===== config.mk =====
export PLATFORM = sky130hd
export DESIGN_NAME = flash_program_erase_control
export DESIGN_NICKNAME = d
export VERILOG_FILES = /design/src/inc/flash_ctrl_pkg.sv /design/src/logic/unlock_tracker.sv /design/src/logic/flash_op_runner.sv /design/src/logic/flash_program_erase_control.sv
export SDC_FILE = /design/constraint.sdc
export NUM_CORES = 1
export LEC_CHECK = 0
export ABC_AREA = 1
export BUFFER_PORTS_ARGS = -buffer_cell sky130_fd_sc_hd__buf_2
export CORE_ASPECT_RATIO = 0.9
export CORE_MARGIN = 1
export CORE_UTILIZATION = 31
export DETAILED_ROUTE_END_ITERATION = 16
export GPL_ROUTABILITY_DRIVEN = 0
export PLACE_DENSITY = 0.54
export SETUP_SLACK_MARGIN = 0.2
export SLEW_MARGIN = 10
export SYNTH_ARGS = -nofsm -noshare
export SYNTH_HDL_FRONTEND = slang
export SYNTH_SLANG_ARGS = --single-unit

===== constraint.sdc =====
create_clock -name i_clk -period 7.1 [get_ports i_clk]
set_input_delay 1.065 -clock i_clk [delete_from_list [all_inputs] [get_ports i_clk]]
set_output_delay 1.065 -clock i_clk [all_outputs]
set_load 0.01 [all_outputs]

===== src/inc/flash_ctrl_pkg.sv =====
// Behaviour
// - start accepted only when permitted and unlocked
// - start launches operation, hardware clears when done
// - write permit gates start and detector enable
// - later reset clears only the write permit bit of the control word, plus irq status, mask and read data; cold start clears all
// - sequence fault set on failed operation
// - undervoltage fault set on low supply while permit is set
// - undervoltage live flag follows low-voltage event while permit is set, else reads zero
// - operation select writable only while permit low
// - word and row program; others no-op, reserved
// - page erase and whole-array erase codes
// - protected targets are refused as faults
// - code zero plus start clears fault flags
package flash_ctrl_pkg;
	localparam int ADDR_W = 4;
	localparam int DATA_W = 32;
	localparam logic [3:0] ADDR_CONTROL = 4'h0;
	localparam logic [3:0] ADDR_KEY = 4'h1;
	localparam logic [3:0] ADDR_TARGET = 4'h2;
	localparam logic [3:0] ADDR_IRQ_STATUS = 4'h3;
	localparam logic [3:0] ADDR_IRQ_MASK = 4'h4;
	localparam int BIT_START = 15;
	localparam int BIT_PERMIT = 14;
	localparam int BIT_SEQ_FAULT = 13;
	localparam int BIT_UV_FAULT = 12;
	localparam int BIT_UV_LIVE = 11;
	localparam int OP_LSB = 0;
	localparam int OP_W = 4;
	localparam logic [31:0] UNLOCK_KEY1 = 32'haa996655;
	localparam logic [31:0] UNLOCK_KEY2 = 32'h556699aa;
	localparam logic [3:0] OP_NONE0 = 4'h0;
	localparam logic [3:0] OP_WORD_PROG = 4'h1;
	localparam logic [3:0] OP_NONE2 = 4'h2;
	localparam logic [3:0] OP_ROW_PROG = 4'h3;
	localparam logic [3:0] OP_PAGE_ERASE = 4'h4;
	localparam logic [3:0] OP_ARRAY_ERASE = 4'h5;
	localparam logic [3:0] OP_NONE6 = 4'h6;
	// interrupt status bits
	localparam int IRQ_DONE = 0;
	localparam int IRQ_FAULT = 1;
	localparam int IRQ_UV = 2;
	localparam int IRQ_W = 3;
	typedef enum logic [1:0] {
		KEY_IDLE,
		KEY_ONE,
		KEY_OPEN
	} key_state_t;
	typedef enum logic [1:0] {
		SEQ_IDLE,
		SEQ_BUSY,
		SEQ_DONE
	} seq_state_t;
endpackage


===== src/logic/unlock_tracker.sv =====
`timescale 1ns/1ps
module unlock_tracker
	import flash_ctrl_pkg::*;
(
	input  wire logic              i_clk,
	input  wire logic              i_rst,
	input  wire logic [ADDR_W-1:0] i_addr,
	input  wire logic [DATA_W-1:0] i_wdata,
	input  wire logic              i_wr,
	input  wire logic              i_rd,
	output logic                   o_open
);
	typedef struct packed {
		key_state_t st;
	} key_regs_t;
	key_regs_t r;
	key_regs_t next_r;

	// any access other than the next key breaks the sequence
	always_comb begin
		next_r = r;
		if (i_wr || i_rd) begin
			next_r.st = KEY_IDLE;
			if (i_wr && i_addr == ADDR_KEY && i_wdata == UNLOCK_KEY1) begin
				next_r.st = KEY_ONE;
			end else if (i_wr && i_addr == ADDR_KEY && i_wdata == UNLOCK_KEY2
				&& r.st == KEY_ONE) begin
				next_r.st = KEY_OPEN;
			end
		end
	end

	always_ff @(posedge i_clk) begin
		if (i_rst) begin
			r <= '{st: KEY_IDLE};
		end else begin
			r <= next_r;
		end
	end

	assign o_open = (r.st == KEY_OPEN);
endmodule


===== src/logic/flash_op_runner.sv =====
`timescale 1ns/1ps
module flash_op_runner
	import flash_ctrl_pkg::*;
(
	input  wire logic             i_clk,
	input  wire logic             i_rst,
	input  wire logic             i_launch,
	input  wire logic [OP_W-1:0]  i_op,
	input  wire logic             i_protected,
	input  wire logic             i_any_protected,
	input  wire logic             i_array_done,
	input  wire logic             i_array_fail,
	output logic                  o_array_req,
	output logic [OP_W-1:0]       o_array_op,
	output logic                  o_finish,
	output logic                  o_fail
);
	typedef struct packed {
		seq_state_t     st;
		logic           req;
		logic [OP_W-1:0] op;
		logic           finish;
		logic           fail;
	} run_regs_t;
	run_regs_t r;
	run_regs_t next_r;

	// decode and run one operation to completion
	always_comb begin
		next_r = r;
		next_r.finish = 1'b0;
		case (r.st)
			SEQ_IDLE: begin
				if (i_launch) begin
					next_r.op = i_op;
					next_r.fail = 1'b0;
					if (i_op == OP_WORD_PROG || i_op == OP_ROW_PROG
						|| i_op == OP_PAGE_ERASE) begin
						if (i_protected) begin
							next_r.fail = 1'b1;
							next_r.st = SEQ_DONE;
						end else begin
							next_r.req = 1'b1;
							next_r.st = SEQ_BUSY;
						end
					end else if (i_op == OP_ARRAY_ERASE) begin
						if (i_any_protected) begin
							next_r.fail = 1'b1;
							next_r.st = SEQ_DONE;
						end else begin
							next_r.req = 1'b1;
							next_r.st = SEQ_BUSY;
						end
					end else begin
						next_r.st = SEQ_DONE;
					end
				end
			end
			SEQ_BUSY: begin
				next_r.req = 1'b0;
				if (i_array_done) begin
					next_r.fail = i_array_fail;
					next_r.st = SEQ_DONE;
				end
			end
			default: begin
				next_r.finish = 1'b1;
				next_r.st = SEQ_IDLE;
			end
		endcase
	end

	always_ff @(posedge i_clk) begin
		if (i_rst) begin
			r <= '{st: SEQ_IDLE, req: 1'b0, op: 4'h0, finish: 1'b0, fail: 1'b0};
		end else begin
			r <= next_r;
		end
	end

	assign o_array_req = r.req;
	assign o_array_op = r.op;
	assign o_finish = r.finish;
	assign o_fail = r.fail;
endmodule


===== src/logic/flash_program_erase_control.sv =====
// The placing of the registers and strobed register access were decided locally.
`timescale 1ns/1ps
module flash_program_erase_control
	import flash_ctrl_pkg::*;
(
	input  wire logic              i_clk,
	input  wire logic              i_rst,
	input  wire logic [ADDR_W-1:0] i_addr,
	input  wire logic [DATA_W-1:0] i_wdata,
	input  wire logic              i_wr,
	input  wire logic              i_rd,
	output logic [DATA_W-1:0]      o_rdata,
	input  wire logic              i_protected,
	input  wire logic              i_any_protected,
	input  wire logic              i_array_done,
	input  wire logic              i_array_fail,
	input  wire logic              i_low_voltage,
	output logic                   o_array_req,
	output logic [OP_W-1:0]        o_array_op,
	output logic [DATA_W-1:0]      o_target_location,
	output logic                   o_detector_enable,
	output logic                   o_irq
);
	typedef struct packed {
		logic              start;
		logic              permit;
		logic              seq_fault;
		logic              uv_fault;
		logic              uv_live;
		logic [OP_W-1:0]   op;
		logic [DATA_W-1:0] target;
		logic [IRQ_W-1:0]  status;
		logic [IRQ_W-1:0]  mask;
		logic [DATA_W-1:0] rdata;
		logic              booted;
	} ctl_regs_t;
	ctl_regs_t r;
	ctl_regs_t next_r;

	logic unlock_open;
	logic launch;
	logic finish;
	logic fail;
	logic ctl_wr;
	logic [IRQ_W-1:0] events;

	unlock_tracker u_unlock (
		.i_clk   (i_clk),
		.i_rst   (i_rst),
		.i_addr  (i_addr),
		.i_wdata (i_wdata),
		.i_wr    (i_wr),
		.i_rd    (i_rd),
		.o_open  (unlock_open)
	);

	flash_op_runner u_runner (
		.i_clk           (i_clk),
		.i_rst           (i_rst),
		.i_launch        (launch),
		.i_op            (r.op),
		.i_protected     (i_protected),
		.i_any_protected (i_any_protected),
		.i_array_done    (i_array_done),
		.i_array_fail    (i_array_fail),
		.o_array_req     (o_array_req),
		.o_array_op      (o_array_op),
		.o_finish        (finish),
		.o_fail          (fail)
	);

	// start accepted only with permit, unlock and idle sequencer
	assign ctl_wr = i_wr && i_addr == ADDR_CONTROL;
	assign launch = ctl_wr && i_wdata[BIT_START] && r.permit && unlock_open
		&& !r.start;

	// register update, flag handling and interrupt status
	always_comb begin
		next_r = r;
		next_r.booted = 1'b1; // cold start finished once reset lets go
		events = '0;
		next_r.rdata = '0;
		if (ctl_wr) begin
			next_r.permit = i_wdata[BIT_PERMIT];
			if (!r.permit) begin
				next_r.op = i_wdata[OP_LSB +: OP_W];
			end
		end
		if (launch) begin
			next_r.start = 1'b1;
		end
		if (i_wr && i_addr == ADDR_TARGET) begin
			next_r.target = i_wdata;
		end
		if (i_wr && i_addr == ADDR_IRQ_MASK) begin
			next_r.mask = i_wdata[IRQ_W-1:0];
		end
		if (i_wr && i_addr == ADDR_IRQ_STATUS) begin
			next_r.status = r.status & ~i_wdata[IRQ_W-1:0];
		end
		// completion clears start and records outcome
		if (finish) begin
			next_r.start = 1'b0;
			events[IRQ_DONE] = 1'b1;
			if (o_array_op == OP_NONE0) begin
				next_r.seq_fault = 1'b0;
				next_r.uv_fault = 1'b0;
			end else if (fail) begin
				next_r.seq_fault = 1'b1;
				events[IRQ_FAULT] = 1'b1;
			end
		end
		// detector runs only while permit is set
		if (r.permit) begin
			next_r.uv_live = i_low_voltage;
			if (i_low_voltage) begin
				next_r.uv_fault = 1'b1;
				events[IRQ_UV] = !r.uv_fault;
			end
		end else begin
			next_r.uv_live = 1'b0;
		end
		// set wins over a simultaneous clear
		next_r.status = next_r.status | events;
		// read data valid the cycle after the strobe
		if (i_rd) begin
			if (i_addr == ADDR_CONTROL) begin
				next_r.rdata[BIT_START] = r.start;
				next_r.rdata[BIT_PERMIT] = r.permit;
				next_r.rdata[BIT_SEQ_FAULT] = r.seq_fault;
				next_r.rdata[BIT_UV_FAULT] = r.uv_fault;
				next_r.rdata[BIT_UV_LIVE] = r.uv_live;
				next_r.rdata[OP_LSB +: OP_W] = r.op;
			end else if (i_addr == ADDR_TARGET) begin
				next_r.rdata = r.target;
			end else if (i_addr == ADDR_IRQ_STATUS) begin
				next_r.rdata[IRQ_W-1:0] = r.status;
			end else if (i_addr == ADDR_IRQ_MASK) begin
				next_r.rdata[IRQ_W-1:0] = r.mask;
			end else begin
				next_r.rdata = '0;
			end
		end
	end

	// cold start clears every field; a later reset drops only permit
	// in the control word, plus bus-side state
	always_ff @(posedge i_clk) begin
		if (i_rst) begin
			if (r.booted) begin
				r.permit <= 1'b0;
				r.status <= '0;
				r.mask <= '0;
				r.rdata <= '0;
			end else begin
				r <= '0;
			end
		end else begin
			r <= next_r;
		end
	end

	assign o_rdata = r.rdata;
	assign o_target_location = r.target;
	assign o_detector_enable = r.permit;
	assign o_irq = |(r.status & r.mask);
endmodule


==> impl_summary.md, run 1 <==
Synth
The cell area after technology mapping is approximately 4100 um^2. Averaged over all synthesized cells, the footprint is roughly 8.5 um^2. The total nets after synthesis is approximately 530.

The number of synthesis warnings is 0. The synthesized netlist contains 25 unique library cells. The share of the Yosys chip area taken by registers is 0.537. In this run, synthesis produced a sequential element count of 90. The number of standard cells after synthesis is between 400 and 500.

Clock tree
The clock edge transition at the registers on the reported setup and hold paths is approximately 0.06 ns. The post-cts sizing count is 0. TritonCTS built the clock tree. The clock passes through at most 2 buffers.

After clock tree synthesis, the flow added hold-fix buffers numbering 0. The H-tree generated during clock tree synthesis spans 3 levels. Once the clock tree was built, the setup fixing pass inserted 0 buffers. The later pin in the worst-skew pair is clocked with a latency of approximately 0.34 ns. The root buffer cell is clkbuf_16. The number of clock buffers added by TritonCTS is 9. Counting every sink on the clock net gives 90.

Outcome
The flow ran to the end, and the final reports show no timing, DRC or antenna violations.

STA
Setup repair after global routing left no endpoint under its margin. The clock period minus final worst setup slack is roughly 3 ns. Measured against its own limit, the worst slew margin works out to 0.402. Across the routed clock network, the largest skew measured is between 0.006 and 0.007 ns.

The slew at the pin closest to its max-slew limit is 0.895 ns. The ratio of final minimum period to clock period is 0.432. The number of hold-slack violations in the final timing report was 0.

The count of endpoints failing setup in the final report is 0. The fmax is approximately 330 MHz. The total count of max-transition violations in the final report is 0. The sum of negative setup slack is 0 ns.

Setup path
The maximum fanout count along the critical path is 17. The type of element capturing the critical path is a flop. The worst register-to-register path begins at o_detector_enable. The worst path arrival time is 3.09 ns. The worst register-to-register path has a depth of 1. The slack of the worst reg-to-reg path is ~5.6 ns.

The critical path class is primary input to flop. The end of the worst register-to-register path is r[71]. The startpoint kind of the worst setup timing path is a primary input.

At the worst endpoint, the required time is between 7 and 8 ns.

Cells and area
The non-filler instance count after layout is 700. From synthesis to final layout, the design area changed by 12.4%. The fraction of final layout cells sized beyond drive strength 1 is 0.256. The final layout contains around 580 nets.

Floorplanning
The area of the die is approximately 14000 um^2. The number of placed I/O pins is approximately 120. The floorplan step set the die width to roughly 120 um. The number of rows in the core area is 39.

The vertical extent of the die is 111 um. For this configuration, the core starts out at a cell density of 0.321. The placeable core region is 12800 um^2.

Min path
The worst hold path terminates at u_runner.o_finish. The path class of the tightest hold or removal check is flop to flop. The worst hold path begins at u_runner.r[8].

Counting instances, the worst hold path has a depth of 2.

Detailed routing
The wire length reported by the detailed router is 9310 um. The antenna violation net count after detailed routing is 0. The per-cell via count in the routed design is between 4 and 5.

After detailed routing, the average wire length per cell comes to approximately 13 um. The iteration-0 DRC count of the detailed router is ~180. The number of optimization iterations in the first detailed-route pass is 5.

The count of vias placed by the detailed router is 2976. After detailed routing, the number of remaining DRC violations is 0.

Power
For this design the static power due to leakage is roughly 0.0022 uW. For this design the ratio of total power to cell area is ~220 nW/um^2. The worst ir drop on vdd is 0.0996 mV.

Global routing
In the global route stage, overall resource usage came out at 0.140. After global routing the overflow that remains totals 0. The number of antenna violations at the first check in global routing is 1. The number of global-route vias before repair is 2818. The first global-routing pass estimated 14200 um of wire. Entering global routing, the biggest net connects between 40 and 50 pins.

Place
The number of cells after detailed placement is 683. The number of buffer cells added on primary ports is 115. The detailed placement HPWL is roughly 7300 um.

Run
The total of max-cap violations is 0.
[cells in the mapped netlist]
master	number	area share
inv_1	85	0.078
nor2_1	82	0.075
buf_4	68	0.12
nand2_1	54	0.049
dfxtp_1	50	0.24
edfxtp_1	40	0.29
a21oi_1	28	0.034
o21ai_0	17	0.021
nand3_1	16	0.020
nor3_1	12	0.015
clkbuf_1	5	0.0046
nand4_1	5	0.0076
buf_2	4	0.0049
clkinv_1	2	0.0018
nand3_2	2	0.0049
nor2_4	2	0.0055
buf_6	1	0.0027
mux2i_1	1	0.0024
nand2_2	1	0.0015
nand3b_1	1	0.0018
nor2_2	1	0.0015
nor4_1	1	0.0015
o211ai_1	1	0.0018
o21ai_2	1	0.0021
o22ai_1	1	0.0015
[worst max-delay path by stage]
| stage | depth (start not counted) | from | slack [ns] | end |
|---|---|---|---|---|
| 5_1_grt | 7 | i_addr[3] | 3.75 | o_target_location[30] |
| 4_1_cts | 7 | i_addr[3] | 3.68 | o_target_location[26] |
| 3_3_place_gp | 7 | i_addr[3] | 3.41 | o_target_location[20] |
| 6_report | 7 | i_addr[3] | 4.03 | o_target_location[23] |
| 2_1_floorplan | 6 | i_addr[3] | 2.86 | o_target_location[0] |
| 3_5_place_dp | 7 | i_addr[3] | 3.33 | o_target_location[20] |
[area by class of cell]
| class | count | area (um^2) |
|---|---|---|
| fillers | 1396 | 8180 |
| diodes | 1 | 2.50 |
| repair buffers | 116 | 583 |
| clock inverters | 3 | 17.5 |
| multi-input cells | 226 | 1020 |
| flip-flops and latches | 90 | 2200 |
| well taps | 164 | 205 |
| clock buffers | 13 | 250 |
| inverters | 87 | 327 |
[critical path, cell delays in order]
cell and delay, ns:
buf_2 0.12, nor2_4 0.12, nand2_1 0.07, nor2_1 0.56, inv_1 0.17, nor3_4 0.59, buf_4 0.38
[registers in the layout, summed over array words and instances (netlist names)]
| signal | cells |
|---|---|
| u_runner.o_array_req | 1 |
| u_unlock.r | 2 |
| o_target_location | 32 |
| u_runner.o_array_op | 4 |
| o_rdata | 32 |
| o_detector_enable | 1 |
| u_runner.r | 2 |
| r | 14 |
| u_runner.o_finish | 1 |
| u_runner.o_fail | 1 |
[cell usage in the layout (no fill, tap or decap)]
cell type	synthesis	final
o21ai_2	1	1
nor3_1	12	11
nand2_1	54	54
diode_2	0	1
edfxtp_1	40	40
nand3b_1	1	1
o21ai_0	17	17
nor4_1	1	1
nor2_4	2	2
nand4_1	5	5
nor3_4	0	1
mux2i_1	1	1
a21oi_1	28	28
buf_2	4	115
clkbuf_8	0	1
clkinv_1	2	2
nand3_2	2	2
nor2_2	1	1
dfxtp_1	50	50
nand3_1	16	16
buf_4	68	1
inv_1	85	85
nor2_1	82	82
o22ai_1	1	1
clkbuf_1	5	3
clkinvlp_4	0	1
nand2_2	1	1
clkbuf_16	0	9
clkinv_2	0	2
o211ai_1	1	1
[where the power goes]
part / internal, uW / switching [uW] / total, uW
sequential: 545 / 2.59 / 548
clock: 246 / 187 / 432
combinational: 19.8 / 35.3 / 55.1
[per-stage QoR]
step	worst slack [ns]	total power, uW	hold WS, ns	utilization	cell area (um^2)
floorplan	2.86	591	0.428	-	4100
global placement	3.41	613	0.455	0.339	4330
detailed placement	3.33	614	0.456	0.339	4330
CTS	3.68	1050	0.461	0.360	4600
global route	3.75	1080	0.473	0.360	4610
finish	4.03	1040	0.460	0.360	4610
[cell families after synthesis]
logic type             count (synthesis)  share of synthesized area
AO/OA/AOI/OAI                         48                     0.0605
multiplexers                           1                    0.00244
buffers and inverters                165                      0.216
flip-flops                            90                      0.537
AND/OR/NAND/NOR                      177                      0.183
[routing by layer]
metal | GRT usage | up-vias | routed length [um]
met1 | 0.192 | 1356 | 4470
met5 | 0 | - | 0
met2 | 0.204 | 90 | 4070
met4 | 0.0675 | 0 | 185
met3 | 0.0355 | 11 | 581
li1 | - | 1519 | -
No activity file was read; power rests on OpenSTA's default activity.
==> run 2: changes to the inputs <==
--- a/config.mk
+++ b/config.mk
@@ -12,7 +12,7 @@
 export CORE_UTILIZATION = 31
 export DETAILED_ROUTE_END_ITERATION = 16
 export GPL_ROUTABILITY_DRIVEN = 0
-export PLACE_DENSITY = 0.54
+export PLACE_DENSITY = 0.56
 export SETUP_SLACK_MARGIN = 0.2
 export SLEW_MARGIN = 10
 export SYNTH_ARGS = -nofsm -noshare
==> constraint.sdc (replaced) <==
create_clock -name i_clk -period 2.8 [get_ports i_clk]
set_input_delay 0.42 -clock i_clk [delete_from_list [all_inputs] [get_ports i_clk]]
set_output_delay 0.42 -clock i_clk [all_outputs]
set_load 0.01 [all_outputs]
==> impl_summary.md, run 2 (synthesized netlist as in run 1, its figures left out) <==
Global routing
The largest net degree at the start of global routing is 36 (-25%). The total congestion overflow after global routing is 0 (unchanged). The number of global-route vias before repair is 2800 (-0.64%). The first-pass GRT wire length came to 14400 um (+1.2%).

The number of antenna violations at the first check in global routing is 0 (-1). The total track usage is 0.144 (+0.00350).

Clock tree
The total clock buffers created by CTS is 9 (unchanged). The CTS H-tree depth is 3 (unchanged). The clock edge transition at the registers on the reported setup and hold paths is 0.06 ns (about the same). The worst-skew pair later-pin latency came to 0.34 ns (about the same). The cts-stage hold buffer count is 0 (unchanged). TritonCTS built the clock tree.

The maximum count of clock buffers along a single path is 2 (unchanged). The post-cts sizing count is 0 (unchanged). The root buffer cell is clkbuf_16. The number of setup buffers added after CTS came to 0 (unchanged). The TritonCTS sink count is 90 (unchanged).

Place
The post-place instance area is 4370 um^2 (+0.95%). The worst setup timing slack at the placement stage is 0.807 ns (-2.52 ns). The number of buffer cells added on primary ports came to 115 (unchanged). The detailed placement HPWL is 7340 um (+1.1%).

STA
The count of endpoints failing setup in the final report is 0 (unchanged). The minimum hold slack is 0.380 ns (-0.0807 ns). The total count of max-transition violations in the final report is 0 (unchanged). The slew at the pin closest to its max-slew limit is 0.777 ns (-0.118 ns). The post-route worst setup slack is 1.15 ns (-2.88 ns).

The sum of negative setup slack came to 0 ns (unchanged). The worst slew slack as a fraction of its limit is 0.477 (+0.0752). Of the available clock period, the critical path in the final layout requires 0.589. The setup skew after layout is 0.00537 ns (-0.00160 ns). The fmax is 606 MHz. The clock period minus final worst setup slack is ~1.6 ns.

Setup repair after global routing left no endpoint under its margin. The number of hold-slack violations in the final timing report is 0 (unchanged).

Setup path
The start point of the critical path is i_addr[3]. The worst path arrival time is 1.69 ns (-1.40 ns). The critical path in this run is classified as primary input to flop. The cell at the slowest stage of the critical path is nor3_4. Traced cell by cell, the critical path runs through buf_2, nor2_4, nand2_1, nor2_1, buf_4, inv_1, nor3_4, buf_12.

The worst setup path is launched from a primary input. The data required time of the critical path is 2.85 ns (-4.27 ns). The source of the worst register-to-register timing path is o_detector_enable. The maximum fanout count along the critical path was 27 (+10). The slack of the worst reg-to-reg path was 1.34 ns (-4.26 ns).

The largest incremental delay on the critical path is 0.29 ns (-0.30 ns). The type of element capturing the critical path is a flop.

Floorplanning
The number of rows in the core area came to 39 (unchanged). The width of the die is 123 um (unchanged). The vertical extent of the die was 111 um (unchanged). The placeable core region is 12800 um^2 (unchanged). The area of the die is 13700 um^2 (unchanged).

The effective utilization at floorplan is 0.321 (unchanged). The number of placed I/O pins is 116 (unchanged).

Detailed routing
The uppermost signal routing layer after detailed routing is met4. The routed wire length per instance is 13.4 um (+1.0%). The wire length reported by the detailed router is 9440 um (+1.3%). The iteration-0 DRC count of the detailed router is 155 (-16%). The count of vias placed by the detailed router was 3002 (+0.87%). The antenna violation net count after detailed routing is 0 (unchanged). The met2 wirelength from detailed routing came to 4170 um (+2.3%). The per-cell via count in the routed design was 4.28 (+0.59%). The number of optimization iterations in the first detailed-route pass is 4 (-1).

The met3 wirelength from detailed routing was 604 um (+4.0%). The met1 wire length is 4460 um (-0.27%). The post-route DRC violation count came to 0 (unchanged).

Outcome
The flow ran to the end, and the final reports show no timing, DRC or antenna violations.

Power
The worst ir drop on vdd is 0.262 mV (+160%). The power density over cell area was 600 nW/um^2 (+170%). The cell leakage power is 0.00222 uW (+1.7%).

Cells and area
The fraction of final layout cells sized beyond drive strength 1 was 0.262 (+0.00601). The library cells used most frequently in the layout, excluding fill and tap cells, are buf_2, inv_1, nor2_1. The most common cell after layout, fill and taps aside is buf_2.

The net count of the finished layout is 578 (+0.52%). The number of antenna cells inserted is 0 (-1). The area added between synthesis and finish is 14.3%. The utilization after layout came to 0.366 (+0.00587). The final non-filler cell area is 4680 um^2 (+1.6%).

Min path
The worst min-delay path class is primary input to flop. The launch instance of the worst min-delay path is i_array_fail.

Run
The total of max-cap violations came to 0 (unchanged).
[run 2: cell types whose count changed in the layout (fill, tap and decap cells not counted)]
cell | before | now
clkbuf_8 | 1 | 0
clkinv_1 | 2 | 3
clkbuf_1 | 3 | 1
buf_12 | 0 | 1
diode_2 | 1 | 0
bufinv_16 | 0 | 2
buf_4 | 1 | 3
[run 2: report_power, final]
group | switching, uW | total [uW] | internal, uW
Clock | 501 | 1280 | 776
Combinational | 90.4 | 142 | 51.7
Sequential | 6.61 | 1390 | 1380
[run 2: final cells by class]
type,instances,area [um^2]
clock buffers,10,229
clock inverters,6,81.3
fillers,1343,8100
inverters,87,327
multi-input cells,226,1020
flip-flops and latches,90,2200
well taps,164,205
repair buffers,119,618
[run 2: final timing paths]
| kind | to | depth (start not counted) |
|---|---|---|
| setup / recovery | o_target_location[28] | 8 |
| hold / removal | u_runner.o_fail | 3 |
| setup reg to reg | r[74] | 1 |
| hold reg to reg | u_runner.o_finish | 2 |
[run 2: metrics by stage]
step,power [uW],std cells
after CTS,2830,702
after floorplan,1500,481
final,2810,702
after detailed placement,1560,686
after global placement,1560,686
after global routing,2900,702
[run 2: worst max-delay path: cells and delay by family]
kind / cells / cell delay (ns)
buf+inv: 4 / 0.64
simple gates: 4 / 0.62
[run 2: layer usage]
layer / up-vias / track usage
li1: 1528 / -
met4: 0 / 0.0699
met1: 1371 / 0.200
met5: - / 0
met2: 90 / 0.209
met3: 13 / 0.0309
